--- src/common/mb_link_defs.vh ---
// Constants shared by the RTU slave link design files
`ifndef MB_LINK_DEFS_VH
`define MB_LINK_DEFS_VH
// ==========================================================
// Clock and line rates
`define CLK_HZ_DEFAULT   125000000
`define BAUD_1200        1200
`define BAUD_2400        2400
`define BAUD_4800        4800
`define BAUD_9600        9600
`define BAUD_19200       19200
`define BAUD_38400       38400
`define BAUD_57600       57600
`define BAUD_SEL_RESET   3'h3
// ==========================================================
// Character and frame timing
`define CHAR_BITS        11
`define GAP_CHARS_X2     7
`define GAP_HALF_BITS    7'h4d
`define MIN_FRAME        7'h04
`define CRC_BYTES        7'h02
// ==========================================================
// Parity modes
`define PAR_NONE         2'h0
`define PAR_ODD          2'h1
`define PAR_EVEN         2'h2
// ==========================================================
// Protocol values
`define FC_READ          8'h03
`define FC_WRITE         8'h06
`define FC_LOOP          8'h08
`define MAX_READ_WORDS   8'h14
`define MAX_STATION      8'hf7
`define BROADCAST_ADDR   8'h00
`define STATION_RESET    8'h01
`define CRC_INIT         16'hffff
`define CRC_POLY         16'ha001
`define CRC_RESIDUE      16'h0000
// ==========================================================
// Register map
`define A_CTRL           8'h00
`define A_STATUS         8'h01
`define A_STATION        8'h02
`define A_RX_LEN         8'h03
`define A_TX_LEN         8'h04
`define A_RX_CRC_LO      8'h05
`define A_RX_CRC_HI      8'h06
`define WIN_RX_BUF       2'h1
`define WIN_TX_BUF       2'h2
`define BUF_DEPTH        64
// ==========================================================
// Control and status fields
`define CTRL_BAUD_LSB    0
`define CTRL_PAR_LSB     3
`define ST_FRAME_READY   0
`define ST_CRC_ERR       1
`define ST_PARITY_ERR    2
`define ST_FRAMING_ERR   3
`define ST_OVERRUN       4
`define ST_FUNC_ERR      5
`define ST_TX_REFUSED    6
`define ST_BROADCAST     7
`define TXL_BUSY         7
`endif

--- src/verilog/crc16_unit.v ---
// Byte-wide reflected CRC-16 accumulator
`timescale 1ns/100ps
`include "mb_link_defs.vh"
module crc16_unit (
  input  wire        clk,
  input  wire        rst,
  input  wire        init,
  input  wire        en,
  input  wire [7:0]  data,
  output reg  [15:0] crc
);
  wire [15:0] stage [0:8];

  // Byte enters the low bits before the shifts
  assign stage[0] = crc ^ {8'h00, data};

  // ==========================================================
  // Eight shift steps, poly applied when a one falls out
  genvar i;
  generate
    for (i = 0; i < 8; i = i + 1) begin : g_shift
      assign stage[i+1] = stage[i][0] ? ((stage[i] >> 1) ^ `CRC_POLY) : (stage[i] >> 1);
    end
  endgenerate

  // ==========================================================
  // Init wins over update so a frame never inherits old state
  always @(posedge clk or posedge rst) begin
    if (rst) begin
      crc <= `CRC_INIT;
    end else if (init) begin
      crc <= `CRC_INIT;
    end else if (en) begin
      crc <= stage[8];
    end
  end
endmodule

--- src/verilog/char_tx.v ---
// Serialiser for one asynchronous character
`timescale 1ns/100ps
`include "mb_link_defs.vh"
module char_tx (
  input  wire        clk,
  input  wire        rst,
  input  wire        start,
  input  wire [7:0]  data,
  input  wire [1:0]  parity_mode,
  input  wire [16:0] bit_cycles,
  output reg         txd,
  output reg         busy
);
  reg  [9:0]  sh;
  reg  [3:0]  nbits;
  reg  [16:0] cnt;
  reg         par_bit;

  // Parity slot; without parity it carries a second stop bit
  always @* begin
    case (parity_mode)
      `PAR_ODD:  par_bit = ~^data;
      `PAR_EVEN: par_bit = ^data;
      default:   par_bit = 1'b1;
    endcase
  end

  // ==========================================================
  // Start bit goes out at once, then ten more slots LSB first
  always @(posedge clk or posedge rst) begin
    if (rst) begin
      txd   <= 1'b1;
      busy  <= 1'b0;
      sh    <= 10'h3ff;
      nbits <= 4'h0;
      cnt   <= 17'h00000;
    end else if (!busy) begin
      if (start) begin
        txd   <= 1'b0;
        sh    <= {1'b1, par_bit, data};
        nbits <= 4'ha;
        cnt   <= bit_cycles - 17'h00001;
        busy  <= 1'b1;
      end
    end else if (cnt != 17'h00000) begin
      cnt <= cnt - 17'h00001;
    end else if (nbits == 4'h0) begin
      busy <= 1'b0;
    end else begin
      txd   <= sh[0];
      sh    <= {1'b1, sh[9:1]};
      nbits <= nbits - 4'h1;
      cnt   <= bit_cycles - 17'h00001;
    end
  end
endmodule

--- src/verilog/rtu_slave_link.v ---
// RTU slave link: character receiver, frame delimiting, checking and reply sender
//
// Chosen here: the placing of the registers and the address-and-strobe port.
`timescale 1ns/100ps
`include "mb_link_defs.vh"
// Functional notes
// - Eight data bits, one stop bit
// - Seven selectable bit rates, 1200 to 57600
// - Parity odd, even or none
// - Binary RTU framing only, no ASCII
// - Frame starts after 3.5 character silence
// - 3.5 character silence ends a frame
// - Address, function, data, then check word
// - Station address accepts 0 through 247
// - Address zero is broadcast to all
// - Never reply to a broadcast request
// - Codes 03H read, 06H write, 08H loop
// - Parity bit makes ones count odd/even
// - No parity: extra stop bit sent instead
// - Sender appends 16-bit CRC to frame
// - Receiver flags CRC mismatch as error
// - CRC register starts at all ones
// - Only the data bits feed CRC
// - XOR byte, eight conditional shift steps
// - Master initiates; addressed slave replies
// - Read asks at most twenty words
module rtu_slave_link #(
  parameter CLK_HZ = `CLK_HZ_DEFAULT
) (
  input  wire       clk,
  input  wire       rst,
  input  wire [7:0] addr,
  input  wire [7:0] wdata,
  input  wire       wr,
  input  wire       rd,
  output reg  [7:0] rdata,
  input  wire       rxd,
  output wire       txd,
  output reg        tx_enable
);
  // ==========================================================
  // Bit periods, derived from the clock rate
  localparam [31:0] BIT_1200  = CLK_HZ / `BAUD_1200;
  localparam [31:0] BIT_2400  = CLK_HZ / `BAUD_2400;
  localparam [31:0] BIT_4800  = CLK_HZ / `BAUD_4800;
  localparam [31:0] BIT_9600  = CLK_HZ / `BAUD_9600;
  localparam [31:0] BIT_19200 = CLK_HZ / `BAUD_19200;
  localparam [31:0] BIT_38400 = CLK_HZ / `BAUD_38400;
  localparam [31:0] BIT_57600 = CLK_HZ / `BAUD_57600;
  localparam [31:0] DEPTH_W   = `BUF_DEPTH;

  localparam [2:0] R_IDLE  = 3'h0;
  localparam [2:0] R_START = 3'h1;
  localparam [2:0] R_DATA  = 3'h2;
  localparam [2:0] R_PAR   = 3'h3;
  localparam [2:0] R_STOP  = 3'h4;

  localparam [2:0] T_IDLE = 3'h0;
  localparam [2:0] T_GAP  = 3'h1;
  localparam [2:0] T_BYTE = 3'h2;
  localparam [2:0] T_WAIT = 3'h3;
  localparam [2:0] T_CRCL = 3'h4;
  localparam [2:0] T_CRCH = 3'h5;

  reg  [7:0]  ctrl;
  reg  [7:0]  station;
  reg  [7:0]  status;
  reg  [7:0]  next_status;
  reg  [7:0]  st_set;
  reg  [7:0]  rx_mem [0:`BUF_DEPTH-1];
  reg  [7:0]  tx_mem [0:`BUF_DEPTH-1];
  reg  [16:0] bit_cycles;
  wire [1:0]  parity_mode = ctrl[`CTRL_PAR_LSB+1:`CTRL_PAR_LSB];
  wire [16:0] half_cycles = {1'b0, bit_cycles[16:1]};

  reg         rx_s1;
  reg         rx_s2;
  reg         rx_prev;
  reg  [2:0]  r_state;
  reg  [16:0] r_cnt;
  reg  [2:0]  r_bits;
  reg  [7:0]  r_sh;
  reg         par_bad;
  reg         byte_valid;
  reg  [16:0] hb_cnt;
  reg  [6:0]  idle_half;
  reg         gap_ok;
  reg         in_frame;
  reg  [6:0]  fill;
  reg  [6:0]  rx_len;
  reg         frame_end;
  wire [15:0] rx_crc;
  reg  [15:0] rx_crc_hold;

  reg  [2:0]  t_state;
  reg  [6:0]  t_len;
  reg  [6:0]  t_idx;
  reg         t_src;
  reg         t_crc_done;
  reg         t_init;
  reg  [7:0]  tx_byte;
  wire        tx_busy;
  wire [15:0] tx_crc;
  wire        tx_start = (t_state == T_BYTE) || (t_state == T_CRCL) || (t_state == T_CRCH);
  wire        line_quiet = (idle_half == `GAP_HALF_BITS);

  // Frame verdict inputs; the buffer holds address first, function second
  wire        is_bcast  = (rx_mem[0] == `BROADCAST_ADDR);
  wire        is_mine   = is_bcast || (rx_mem[0] == station);
  wire        len_ok    = (fill >= `MIN_FRAME) && (fill <= `BUF_DEPTH);
  wire        crc_ok    = (rx_crc == `CRC_RESIDUE);
  wire [7:0]  fc        = rx_mem[1];
  wire        qty_ok    = (rx_mem[4] == 8'h00) && (rx_mem[5] != 8'h00) && (rx_mem[5] <= `MAX_READ_WORDS);
  wire        fc_ok     = ((fc == `FC_READ) && qty_ok) || (fc == `FC_WRITE) || (fc == `FC_LOOP);
  wire        good      = frame_end && len_ok && crc_ok && is_mine;
  wire        echo_go   = good && fc_ok && (fc == `FC_LOOP) && !is_bcast && (t_state == T_IDLE);
  wire        sw_go     = wr && (addr == `A_TX_LEN);

  // ==========================================================
  // Bit period per selected rate; unused codes fall back to 9600
  always @* begin
    case (ctrl[`CTRL_BAUD_LSB+2:`CTRL_BAUD_LSB])
      3'h0:    bit_cycles = BIT_1200[16:0];
      3'h1:    bit_cycles = BIT_2400[16:0];
      3'h2:    bit_cycles = BIT_4800[16:0];
      3'h3:    bit_cycles = BIT_9600[16:0];
      3'h4:    bit_cycles = BIT_19200[16:0];
      3'h5:    bit_cycles = BIT_38400[16:0];
      3'h6:    bit_cycles = BIT_57600[16:0];
      default: bit_cycles = BIT_9600[16:0];
    endcase
  end

  // ==========================================================
  // Line synchroniser; the receiver looks at the second stage and its delayed copy
  always @(posedge clk or posedge rst) begin
    if (rst) begin
      rx_s1   <= 1'b1;
      rx_s2   <= 1'b1;
      rx_prev <= 1'b1;
    end else begin
      rx_s1   <= rxd;
      rx_s2   <= rx_s1;
      rx_prev <= rx_s2;
    end
  end

  // ==========================================================
  // Character receiver, samples at mid-bit
  always @(posedge clk or posedge rst) begin
    if (rst) begin
      r_state    <= R_IDLE;
      r_cnt      <= 17'h00000;
      r_bits     <= 3'h0;
      r_sh       <= 8'h00;
      par_bad    <= 1'b0;
      byte_valid <= 1'b0;
    end else begin
      byte_valid <= 1'b0;
      if (r_state != R_IDLE && r_cnt != 17'h00000) begin
        r_cnt <= r_cnt - 17'h00001;
      end else begin
        case (r_state)
          R_IDLE: begin
            if (rx_prev && !rx_s2) begin
              r_cnt   <= half_cycles - 17'h00001;
              par_bad <= 1'b0;
              r_state <= R_START;
            end
          end
          R_START: begin
            // A start bit that is gone at mid-bit was a glitch
            r_cnt   <= bit_cycles - 17'h00001;
            r_bits  <= 3'h0;
            r_state <= rx_s2 ? R_IDLE : R_DATA;
          end
          R_DATA: begin
            r_sh   <= {rx_s2, r_sh[7:1]};
            r_cnt  <= bit_cycles - 17'h00001;
            r_bits <= r_bits + 3'h1;
            if (r_bits == 3'h7) begin
              r_state <= (parity_mode == `PAR_NONE) ? R_STOP : R_PAR;
            end
          end
          R_PAR: begin
            par_bad <= (parity_mode == `PAR_ODD) ? (rx_s2 == ^r_sh) : (rx_s2 != ^r_sh);
            r_cnt   <= bit_cycles - 17'h00001;
            r_state <= R_STOP;
          end
          R_STOP: begin
            // Only the first stop bit is checked; a second one just reads as idle
            byte_valid <= 1'b1;
            r_state    <= R_IDLE;
          end
          default: r_state <= R_IDLE;
        endcase
      end
    end
  end

  // ==========================================================
  // Silence timer in half-bit units, restarted by any line activity
  always @(posedge clk or posedge rst) begin
    if (rst) begin
      hb_cnt    <= 17'h00000;
      idle_half <= 7'h00;
    end else if (r_state != R_IDLE || !rx_s2 || tx_busy) begin
      hb_cnt    <= 17'h00000;
      idle_half <= 7'h00;
    end else if (hb_cnt + 17'h00001 >= half_cycles) begin
      hb_cnt <= 17'h00000;
      if (!line_quiet) begin
        idle_half <= idle_half + 7'h01;
      end
    end else begin
      hb_cnt <= hb_cnt + 17'h00001;
    end
  end

  // ==========================================================
  // Frame assembly; a byte is only taken inside a frame or after full silence
  always @(posedge clk or posedge rst) begin
    if (rst) begin
      gap_ok    <= 1'b0;
      in_frame  <= 1'b0;
      fill      <= 7'h00;
      frame_end <= 1'b0;
    end else begin
      frame_end <= 1'b0;
      if (byte_valid && (in_frame || gap_ok)) begin
        in_frame <= 1'b1;
        gap_ok   <= 1'b0;
        if (fill < `BUF_DEPTH) begin
          rx_mem[fill[5:0]] <= r_sh;
        end
        if (fill <= `BUF_DEPTH) begin
          fill <= fill + 7'h01;
        end
      end else if (byte_valid) begin
        gap_ok <= 1'b0;
      end else if (line_quiet) begin
        gap_ok <= 1'b1;
        if (in_frame) begin
          in_frame  <= 1'b0;
          frame_end <= 1'b1;
        end
      end
      if (frame_end) begin
        fill <= 7'h00;
      end
    end
  end

  // Receive checker starts fresh once the line has been quiet
  crc16_unit rx_crc_unit (
    .clk  (clk),
    .rst  (rst),
    .init (line_quiet && !in_frame),
    .en   (byte_valid && (in_frame || gap_ok)),
    .data (r_sh),
    .crc  (rx_crc)
  );

  // ==========================================================
  // Event collection; a set in the same cycle beats a software clear
  always @* begin
    st_set = 8'h00;
    st_set[`ST_PARITY_ERR]  = byte_valid && par_bad && (parity_mode != `PAR_NONE);
    st_set[`ST_FRAMING_ERR] = byte_valid && !rx_s2;
    st_set[`ST_OVERRUN]     = frame_end && (fill > `BUF_DEPTH);
    st_set[`ST_CRC_ERR]     = frame_end && len_ok && !crc_ok;
    st_set[`ST_FRAME_READY] = good;
    st_set[`ST_FUNC_ERR]    = good && !fc_ok;
    st_set[`ST_TX_REFUSED]  = sw_go && ((t_state != T_IDLE) || status[`ST_BROADCAST]);
    next_status = status;
    if (wr && addr == `A_STATUS) begin
      next_status = status & ~wdata;
    end
    next_status = next_status | st_set;
    if (good) begin
      next_status[`ST_BROADCAST] = is_bcast;
    end
  end

  // ==========================================================
  // Software registers; out-of-range station values are ignored
  always @(posedge clk or posedge rst) begin
    if (rst) begin
      ctrl        <= {5'h00, `BAUD_SEL_RESET};
      station     <= `STATION_RESET;
      status      <= 8'h00;
      rx_len      <= 7'h00;
      rx_crc_hold <= 16'h0000;
    end else begin
      status <= next_status;
      if (wr && addr == `A_CTRL) begin
        ctrl <= wdata;
      end
      if (wr && addr == `A_STATION && wdata <= `MAX_STATION) begin
        station <= wdata;
      end
      if (good) begin
        rx_len      <= fill;
        rx_crc_hold <= {rx_mem[fill[5:0] - 6'h01], rx_mem[fill[5:0] - 6'h02]};
      end
    end
  end

  // Reply staging buffer, written by software
  always @(posedge clk) begin
    if (wr && addr[7:6] == `WIN_TX_BUF) begin
      tx_mem[addr[5:0]] <= wdata;
    end
  end

  // ==========================================================
  // Read port; data appear the cycle after the strobe
  always @(posedge clk or posedge rst) begin
    if (rst) begin
      rdata <= 8'h00;
    end else if (rd) begin
      if (addr[7:6] == `WIN_RX_BUF) begin
        rdata <= rx_mem[addr[5:0]];
      end else begin
        case (addr)
          `A_CTRL:      rdata <= ctrl;
          `A_STATUS:    rdata <= status;
          `A_STATION:   rdata <= station;
          `A_RX_LEN:    rdata <= {1'b0, rx_len};
          `A_TX_LEN:    rdata <= {(t_state != T_IDLE), t_len};
          `A_RX_CRC_LO: rdata <= rx_crc_hold[7:0];
          `A_RX_CRC_HI: rdata <= rx_crc_hold[15:8];
          default:      rdata <= 8'h00;
        endcase
      end
    end
  end

  // ==========================================================
  // Byte offered to the serialiser in each sending state
  always @* begin
    case (t_state)
      T_CRCL:  tx_byte = tx_crc[7:0];
      T_CRCH:  tx_byte = tx_crc[15:8];
      default: tx_byte = t_src ? rx_mem[t_idx[5:0]] : tx_mem[t_idx[5:0]];
    endcase
  end

  // ==========================================================
  // Reply sequencer: gap, body bytes, then the check word
  always @(posedge clk or posedge rst) begin
    if (rst) begin
      t_state    <= T_IDLE;
      t_len      <= 7'h00;
      t_idx      <= 7'h00;
      t_src      <= 1'b0;
      t_crc_done <= 1'b0;
      t_init     <= 1'b0;
      tx_enable  <= 1'b0;
    end else begin
      t_init    <= 1'b0;
      tx_enable <= (t_state != T_IDLE) && (t_state != T_GAP);
      case (t_state)
        T_IDLE: begin
          t_idx      <= 7'h00;
          t_crc_done <= 1'b0;
          if (echo_go) begin
            t_src   <= 1'b1;
            t_len   <= fill - `CRC_BYTES;
            t_init  <= 1'b1;
            t_state <= T_GAP;
          end else if (sw_go && !status[`ST_BROADCAST] && wdata[6:0] != 7'h00) begin
            t_src   <= 1'b0;
            t_len   <= (wdata[6:0] > DEPTH_W[6:0]) ? DEPTH_W[6:0] : wdata[6:0];
            t_init  <= 1'b1;
            t_state <= T_GAP;
          end
        end
        T_GAP: begin
          if (line_quiet) begin
            t_state <= T_BYTE;
          end
        end
        T_BYTE: begin
          t_idx   <= t_idx + 7'h01;
          t_state <= T_WAIT;
        end
        T_CRCL: begin
          t_state <= T_WAIT;
        end
        T_CRCH: begin
          t_crc_done <= 1'b1;
          t_state    <= T_WAIT;
        end
        T_WAIT: begin
          if (!tx_busy) begin
            if (t_idx < t_len) begin
              t_state <= T_BYTE;
            end else if (t_crc_done) begin
              t_state <= T_IDLE;
            end else if (t_idx == t_len) begin
              t_idx   <= t_idx + 7'h01;
              t_state <= T_CRCL;
            end else begin
              t_state <= T_CRCH;
            end
          end
        end
        default: t_state <= T_IDLE;
      endcase
    end
  end

  // Reply check word covers body bytes only
  crc16_unit tx_crc_unit (
    .clk  (clk),
    .rst  (rst),
    .init (t_init),
    .en   (t_state == T_BYTE),
    .data (tx_byte),
    .crc  (tx_crc)
  );

  char_tx u_char_tx (
    .clk         (clk),
    .rst         (rst),
    .start       (tx_start),
    .data        (tx_byte),
    .parity_mode (parity_mode),
    .bit_cycles  (bit_cycles),
    .txd         (txd),
    .busy        (tx_busy)
  );
endmodule

--- config.mk ---
export PLATFORM = sky130hd
export DESIGN_NAME = rtu_slave_link
export DESIGN_NICKNAME = d
export VERILOG_FILES = /design/src/verilog/crc16_unit.v /design/src/verilog/char_tx.v /design/src/verilog/rtu_slave_link.v
export VERILOG_INCLUDE_DIRS = /design/src /design/src/common
export SDC_FILE = /design/constraint.sdc
export NUM_CORES = 2
export LEC_CHECK = 0
export BUFFER_PORTS_ARGS = -buffer_cell sky130_fd_sc_hd__buf_2
export CORE_ASPECT_RATIO = 1.5
export CORE_MARGIN = 2
export CORE_UTILIZATION = 43
export CTS_CLUSTER_DIAMETER = 50
export DETAILED_ROUTE_END_ITERATION = 6
export PLACE_DENSITY_LB_ADDON = 0.12
export SYNTH_ARGS = -nofsm -noshare
export SYNTH_HDL_FRONTEND = slang
export SYNTH_SLANG_ARGS = --single-unit
--- constraint.sdc ---
create_clock -name clk -period 15.1 [get_ports clk]
set_input_delay 0 -clock clk [delete_from_list [all_inputs] [get_ports clk]]
set_output_delay 0 -clock clk [all_outputs]
set_load 0.02 [all_outputs]
# ---- Word level (Yosys, flattened, before mapping)
# Memory sizes are Yosys's and may differ from the RTL's. A register that Yosys moved wholly into a read port is not among the register bits.
# Cells that the tools add are included.
dict set report classes {
  n_mux 107
  n_reduce_logical 96
  n_eq_ne 48
  bitwise_logic 22
  add_sub_neg 13
  magnitude_cmp 9
}
# cell count
set op_table {}
lappend op_table {{two-way mux 16 bit} 20}
lappend op_table {{two-way mux 17 bit} 8}
lappend op_table {{one-hot mux 17 bit (6 select lines)} 1}
lappend op_table {{two-way mux 7 bit} 13}
lappend op_table {{one-hot mux 8 bit (7 select lines)} 1}
lappend op_table {{subtractor 17 x 1 -> 17 bit (second input constant)} 3}
lappend op_table {{inverter 2 -> 3 bit} 16}
lappend op_table {{two-way mux 10 bit} 4}
lappend op_table {{two-way mux 1 bit} 34}
lappend op_table {{one-hot mux 17 bit (2 select lines)} 1}
lappend op_table {{nonzero test 17 bit} 2}
lappend op_table {{== test 8 x 3 -> 1 bit (second input constant)} 4}
lappend op_table {{logical AND 1 bit} 32}
lappend op_table {{XOR 16 x 8 -> 16 bit} 2}
lappend op_table {{two-way mux 3 bit} 9}
lappend op_table {{== test 8 x 2 -> 1 bit (second input constant)} 3}
lappend op_table {{zero test 8 bit} 3}
lappend op_table {{two-way mux 8 bit} 3}
lappend op_table {{one-hot mux 3 bit (4 select lines)} 2}
lappend op_table {{nonzero test 2 bit} 12}
lappend op_table {{adder 7 x 1 -> 7 bit (second input constant)} 3}
lappend op_table {{== test 3 bit (second input constant)} 7}
lappend op_table {{one-hot mux 7 bit (3 select lines)} 1}
lappend op_table {{!= test 2 bit (second input constant)} 9}
lappend op_table {{54 further kinds} 102}
dict set report totals {
  in_bits 21
  wordCells 331
  ramBits 1024
  register_bits 195
  n_memories 2
}
# memory depth width read_ports rd_ports_with_merged_regs wr line_no
set mem_list {}
lappend mem_list {rx_mem 64 8 8 2 1 rtu_slave_link.v:70} ;# reg [7:0] rx_mem [0:`BUF_DEPTH-1];
lappend mem_list {tx_mem 64 8 1 0 1 rtu_slave_link.v:71} ;# reg [7:0] tx_mem [0:`BUF_DEPTH-1];

# ---- Logic depth before layout (Yosys ltp)
# An unclocked memory read counts as a cell.
dict set report depth {
  word_depth 22
  mapped_depth 19
  ltp_nobuf 17
}

# ---- Modules after synthesis
# Synthesis repeated with hierarchy kept, for this count alone.
dict set report unflattened {
  cells_unflattened 4071
  area_unflattened_um2 64255.4
}
# mod seq_area_each_um2 area_each_um2 cells_each instances
set modules_own_cells {}
lappend modules_own_cells {rtu_slave_link 34410.5 60222.8 3660 1}
lappend modules_own_cells {char_tx 813.3 2225.9 247 1}
lappend modules_own_cells {crc16_unit 420.4 903.4 82 2}

# ---- Least setup slack after synthesis
# No wires, ideal clock.
dict set report synth_timing {
  path_kind {register -> register}
  start {register fill[0]}
  end {register rx_crc_hold[10], read port of rx_mem}
  arrival_time_ns 3.969
  synth_period_minus_slack_ns 4.086
  path_stages_with_launch 13
  setup_time_ns 0.117
  t_required_ns 14.983
  slack_ns 11.014
  path_cell_list {dfrtp_1 clkbuf_1 clkbuf_1 buf_1 inv_1 ha_1 clkbuf_1 clkbuf_1 mux4_2 mux4_2 mux4_2 nand2_1 nand2_1}
}
dict set report synth_via {
  elab_chain_cells 5
  elab_cells_between_ends 7
  cone_classes {add/sub (1); order compare (2); reduce/logical (4)}
}
# item line_no
set synth_lines {}
lappend synth_lines {{from (decl)} rtu_slave_link.v:89} ;# reg [6:0] fill;
lappend synth_lines {{from (signal assigned)} rtu_slave_link.v:237} ;# fill <= fill + 7'h01;
lappend synth_lines {{>= comparator 7 x 3 -> 1 bit (no source line) / <= comparator 7 bit (equally long branches)} -}
lappend synth_lines {{logical AND 1 bit} rtu_slave_link.v:110} ;# wire len_ok = (fill >= `MIN_FRAME) && (fill <= `BUF_DEPTH);
lappend synth_lines {{logical AND 1 bit (3 in a row)} rtu_slave_link.v:115} ;# wire good = frame_end && len_ok && crc_ok && is_mine;
lappend synth_lines {{to (decl)} rtu_slave_link.v:93} ;# reg [15:0] rx_crc_hold;
# Parallel ways exist; a longest one is shown, timed or not.
# A chain may end at the register's enable or synchronous reset.

# ---- Worst setup path after layout
dict set report layout_timing {
  start {register t_idx[2]}
  end {register tx_crc_unit.crc[14]}
}
dict set report layout_via {
  elab_chain_cells 15
  elab_cells_between_ends 21
  cone_classes {mux (12); bitwise (7); memory (2)}
}
# item line_no
set layout_lines {}
lappend layout_lines {{from (decl)} rtu_slave_link.v:97} ;# reg [6:0] t_idx;
lappend layout_lines {{from (signal assigned)} rtu_slave_link.v:385} ;# t_idx <= t_idx + 7'h01;
lappend layout_lines {{from (signal assigned)} rtu_slave_link.v:402} ;# t_idx <= t_idx + 7'h01;
lappend layout_lines {{memory read (64 x 8 bit), on equally long branches} -}
lappend layout_lines {{two-way mux 8 bit (*)} rtu_slave_link.v:345} ;# default: tx_byte = t_src ? rx_mem[t_idx[5:0]] : tx_mem[t_idx[5:0]];
lappend layout_lines {{one-hot mux 8 bit (2 select lines) (*)} rtu_slave_link.v:342} ;# case (t_state)
lappend layout_lines {{XOR 16 x 8 -> 16 bit (*)} crc16_unit.v:15} ;# assign stage[0] = crc ^ {8'h00, data};
lappend layout_lines {{two-way mux 16 bit (*) (5 in a row)} crc16_unit.v:22} ;# assign stage[i+1] = stage[i][0] ? ((stage[i] >> 1) ^ `CRC_POLY) : (stage[i] >> 1);
lappend layout_lines {{inverter 2 -> 3 bit (no source line) / two-way mux 16 bit (equally long branches)} -}
lappend layout_lines {{two-way mux 16 bit (*) (3 in a row)} crc16_unit.v:22}
lappend layout_lines {{two-way mux 16 bit (*)} crc16_unit.v:33} ;# end else if (en) begin
lappend layout_lines {{two-way mux 16 bit (*)} crc16_unit.v:31} ;# end else if (init) begin
lappend layout_lines {{to (signal assigned)} crc16_unit.v:30} ;# crc <= `CRC_INIT;
lappend layout_lines {{to (signal assigned)} crc16_unit.v:32} ;# crc <= `CRC_INIT;
lappend layout_lines {{to (signal assigned)} crc16_unit.v:34} ;# crc <= stage[8];
lappend layout_lines {{to (decl)} crc16_unit.v:10} ;# output reg [15:0] crc
# Every way passes the cells marked *; elsewhere a longest branch is shown, timed or not. The select of a mux whose other input is x is not followed.

==> flow_summary.yaml <==
timing:
  fmax_mhz: 166
  relSlewSlack: 0.0107
  tightest_slew_ns: 1.47
  hold_slack_ns: 0.0884
  slew_viol_final: 0
  rsz0062_at_grt: "false"
  layout_min_cycle_time_ns: 6.01
  final-setup-viol-count: 0
  finalHoldViolCount: 0
  finClkSkew_ns: 0.0520
  fin_tns_setup_ns: 0
  finalCritPeriodShare: 0.398
floorplan:
  io_pins: 31
  core_mm2: 0.148
  start_util: 0.433
  row_count: 173
  dieArea_mm2: 0.152
  die_x_um: 319
  die_y_um: 477
routing:
  first_pass_iters: 5
  drt-total-wl_um: 225000
  via_per_inst: 6.78
  wl_per_cell_um: 37.6
  drt_iter0_drc: 4719
  drtAntennaViolNets: 0
  drc_errors: 0
  vias: 40600
outcome:
  status: "finished, violations left"
  violations: "max-capacitance violations"
setup_path:
  worstSetupStartpointType: "flop"
  crit_type: "reg -> reg"
  crit_fanout: 39
  slowest_delay_ns: 1.17
  cp-end-kind: "flop"
  critPathSlowestCell: "nor3_1"
  arrival_ns: 6.76
  path_cells: "buf_4 -> buf_4 -> mux4_2 -> mux2i_1 -> nor2_1 -> nor3_1 -> a22oi_2 -> xor2_1 -> a22oi_2 -> xnor2_2 -> xnor3_1 -> xnor2_2 -> xor2_1 -> a21oi_1"
  crit_required_ns: 15.85
logic_synthesis:
  synth-seq-cells: 1234
  synthTopCellsByArea: "edfxtp_1, mux4_2, dfrtp_1"
  async_flop_share: 0.170
  synth.net_count: 3964
  yosys_warnings: 0
  synth_seq_area_share: 0.562
  synth.distinct_cells: 92
  syn_area_mm2: 0.0641
  postSynthCellCount: 3894
  yosysTopAreaCellShare: 0.479
  synth_edf_count: 1024
  syn_area_per_cell_um2: 16.5
  yosysTopAreaCell: "edfxtp_1"
  synth_flop_cell: "edfxtp_1"
clock_network:
  cts_buffers: 137
  cts_max_level: 4
  cts_tree: "yes"
  cts-root-buf: "clkbuf_16"
  clk_latency_ns: 0.81
  cts.sinks: 1234
  clk_pin_slew_ns: 0.06
  cts.path.max_buffers: 3
global_routing:
  grt_max_degree: 105
  antenna_found_initial: 16
  track_usage: 0.296
  grt_pass1_vias: 40500
  grt.overflow.total: 0
  grt_pass1_wl_um: 317000
placed_design:
  dp.cells: 5715
  dpl.hpwl_um: 150000
  place.gp.congestion: 0.941
  port_buffers: 30
run:
  max_cap_viol_count: 1
pwr:
  total_power_mw: 7.49
  power_density_mw_per_mm2: 105
  ir_worst_vdd_uv: 113
  p_leak_nw: 23.0
final_layout:
  finalNonFillerCells: 5998
  synthToLayoutAreaGrowth_pct: 11.7
  nNetsFinal: 4019
  drive_gt1_frac: 0.302
hold_path:
  hold_path_class: "in -> reg"
cell usage in the layout, fill, tap and decap left out, types with 41 or more instances in the layout:
cell       instances
nand2_1          266
edfxtp_1        1024
nor2_1           259
mux2i_1          121
dfrtp_1          148
clkbuf_16        139
nand3_1           68
xnor2_1           58
inv_1             41
o21ai_0           89
mux4_2           698
nor2b_1           41
ha_1              47
a21oi_1           99
buf_4            139
dfstp_2           48
layer usage:
layer / vias up / part of all wire / global-route usage
li1: 16200 / - / -
met1: 21700 / 0.36 / 0.364
met2: 2163 / 0.50 / 0.489
met3: 543 / 0.077 / 0.0547
met4: 4 / 0.065 / 0.174
met5: - / 0.00011 / 0
Yosys cell counts (11+ instances only):
| library cell | count |
|---|---|
| a211oi_1 | 27 |
| a21oi_1 | 99 |
| a221oi_1 | 11 |
| a22o_1 | 17 |
| a22oi_1 | 32 |
| a31oi_1 | 19 |
| and3_1 | 15 |
| buf_1 | 42 |
| buf_2 | 23 |
| buf_4 | 25 |
| buf_6 | 17 |
| clkbuf_1 | 162 |
| dfrtp_1 | 162 |
| dfstp_2 | 48 |
| edfxtp_1 | 1024 |
| ha_1 | 49 |
| inv_1 | 42 |
| mux2_2 | 31 |
| mux2i_1 | 121 |
| mux4_1 | 22 |
| mux4_2 | 698 |
| nand2_1 | 266 |
| nand2b_1 | 18 |
| nand3_1 | 68 |
| nand3b_1 | 11 |
| nand4_1 | 22 |
| nor2_1 | 264 |
| nor2b_1 | 43 |
| nor3_1 | 40 |
| nor4_1 | 27 |
| o211ai_1 | 24 |
| o21a_1 | 13 |
| o21ai_0 | 91 |
| o221ai_1 | 18 |
| o22ai_1 | 30 |
| or3_1 | 17 |
| xnor2_1 | 58 |
| xor2_1 | 43 |
per-stage QoR:
step | instance area, um2 | setup slack [ns] | utilization
after floorplan | 64100 | 9.44 | -
after global placement | 66600 | 9.15 | 0.450
after detailed placement | 66600 | 9.16 | 0.450
after CTS | 71600 | 9.16 | 0.484
after global routing | 71600 | 8.99 | 0.484
final | 71600 | 9.09 | 0.484
power by group:
| part | total (mW) | switching (mW) | internal (mW) | leakage (nW) |
|---|---|---|---|---|
| combinational | 0.212 | 0.144 | 0.0678 | 8.38 |
| sequential | 3.73 | 0.0325 | 3.70 | 12.3 |
| clock | 3.55 | 1.52 | 2.03 | 2.34 |
kinds of logic after synthesis:
group           share of synthesized area
mux                                 0.279
other cells                     0.0000585
buf+inv                            0.0246
fa+ha+maj                         0.00956
xor+xnor                           0.0149
flops                               0.562
compound gates                     0.0502
simple gates                       0.0597
worst max-delay path, delay by kind of cell (launching register included):
kind | cells | cell delay [ns]
AOI/OAI and AO/OA | 3 | 0.67
DFF | 1 | 0.80
and+or+nand+nor | 2 | 1.28
buffers and inverters | 2 | 1.17
xor gates and xnor gates | 5 | 1.19
muxes | 2 | 0.65
path summary, 6_finish.rpt:
path	start	to	slack, ns	depth (start not counted)
worst max-delay path	t_idx[2]$_DFFE_PP0P_	tx_crc_unit.crc[14]$_DFFE_PP1P_	9.09	14
worst min-delay path	wdata[3]	tx_mem[59][3]$_DFFE_PP_	0.09	2
worst max register to register	t_idx[2]$_DFFE_PP0P_	tx_crc_unit.crc[14]$_DFFE_PP1P_	9.09	14
worst min register to register	rx_s1$_DFF_PP1_	rx_s2$_DFF_PP1_	0.36	0
max in group asynchronous	rst	t_idx[0]$_DFFE_PP0P_	13.00	5
min in group asynchronous	rst	rx_crc_hold[4]$_DFFE_PP0P_	0.55	4
sequential cells by signal, summed over array words and instances, names as in the netlist, 8 cells and up:
| signal | count |
|---|---|
| r_cnt | 17 |
| hb_cnt | 17 |
| u_char_tx.sh | 9 |
| rdata | 8 |
| u_char_tx.cnt | 17 |
| status | 8 |
| rx_crc_hold | 16 |
| tx_crc_unit.crc | 16 |
| tx_mem | 512 |
| ctrl | 8 |
| rx_mem | 512 |
| station | 8 |
| rx_crc_unit.crc | 16 |
| r_sh | 8 |
what timing repair did:
| item | CTS | global route |
|---|---|---|
| setup endpoints to repair | 0 | 0 |
| endpoints found under the hold margin | 248 | 0 |
| buffers inserted | 0 | 0 |
| hold buffers | 20 | 0 |
| resized for setup | 0 | 0 |
area by class of cell:
class / instances / area, um2
fillers: 12500 / 76400
flip-flops and latches: 1234 / 36100
multi-input cells: 2336 / 26600
clock buffers: 167 / 3650
well taps: 1925 / 2410
repair buffers: 193 / 1490
clock inverters: 89 / 1170
inverters: 47 / 184
diodes: 7 / 17.5
No activity file was read; power rests on OpenSTA's default activity.
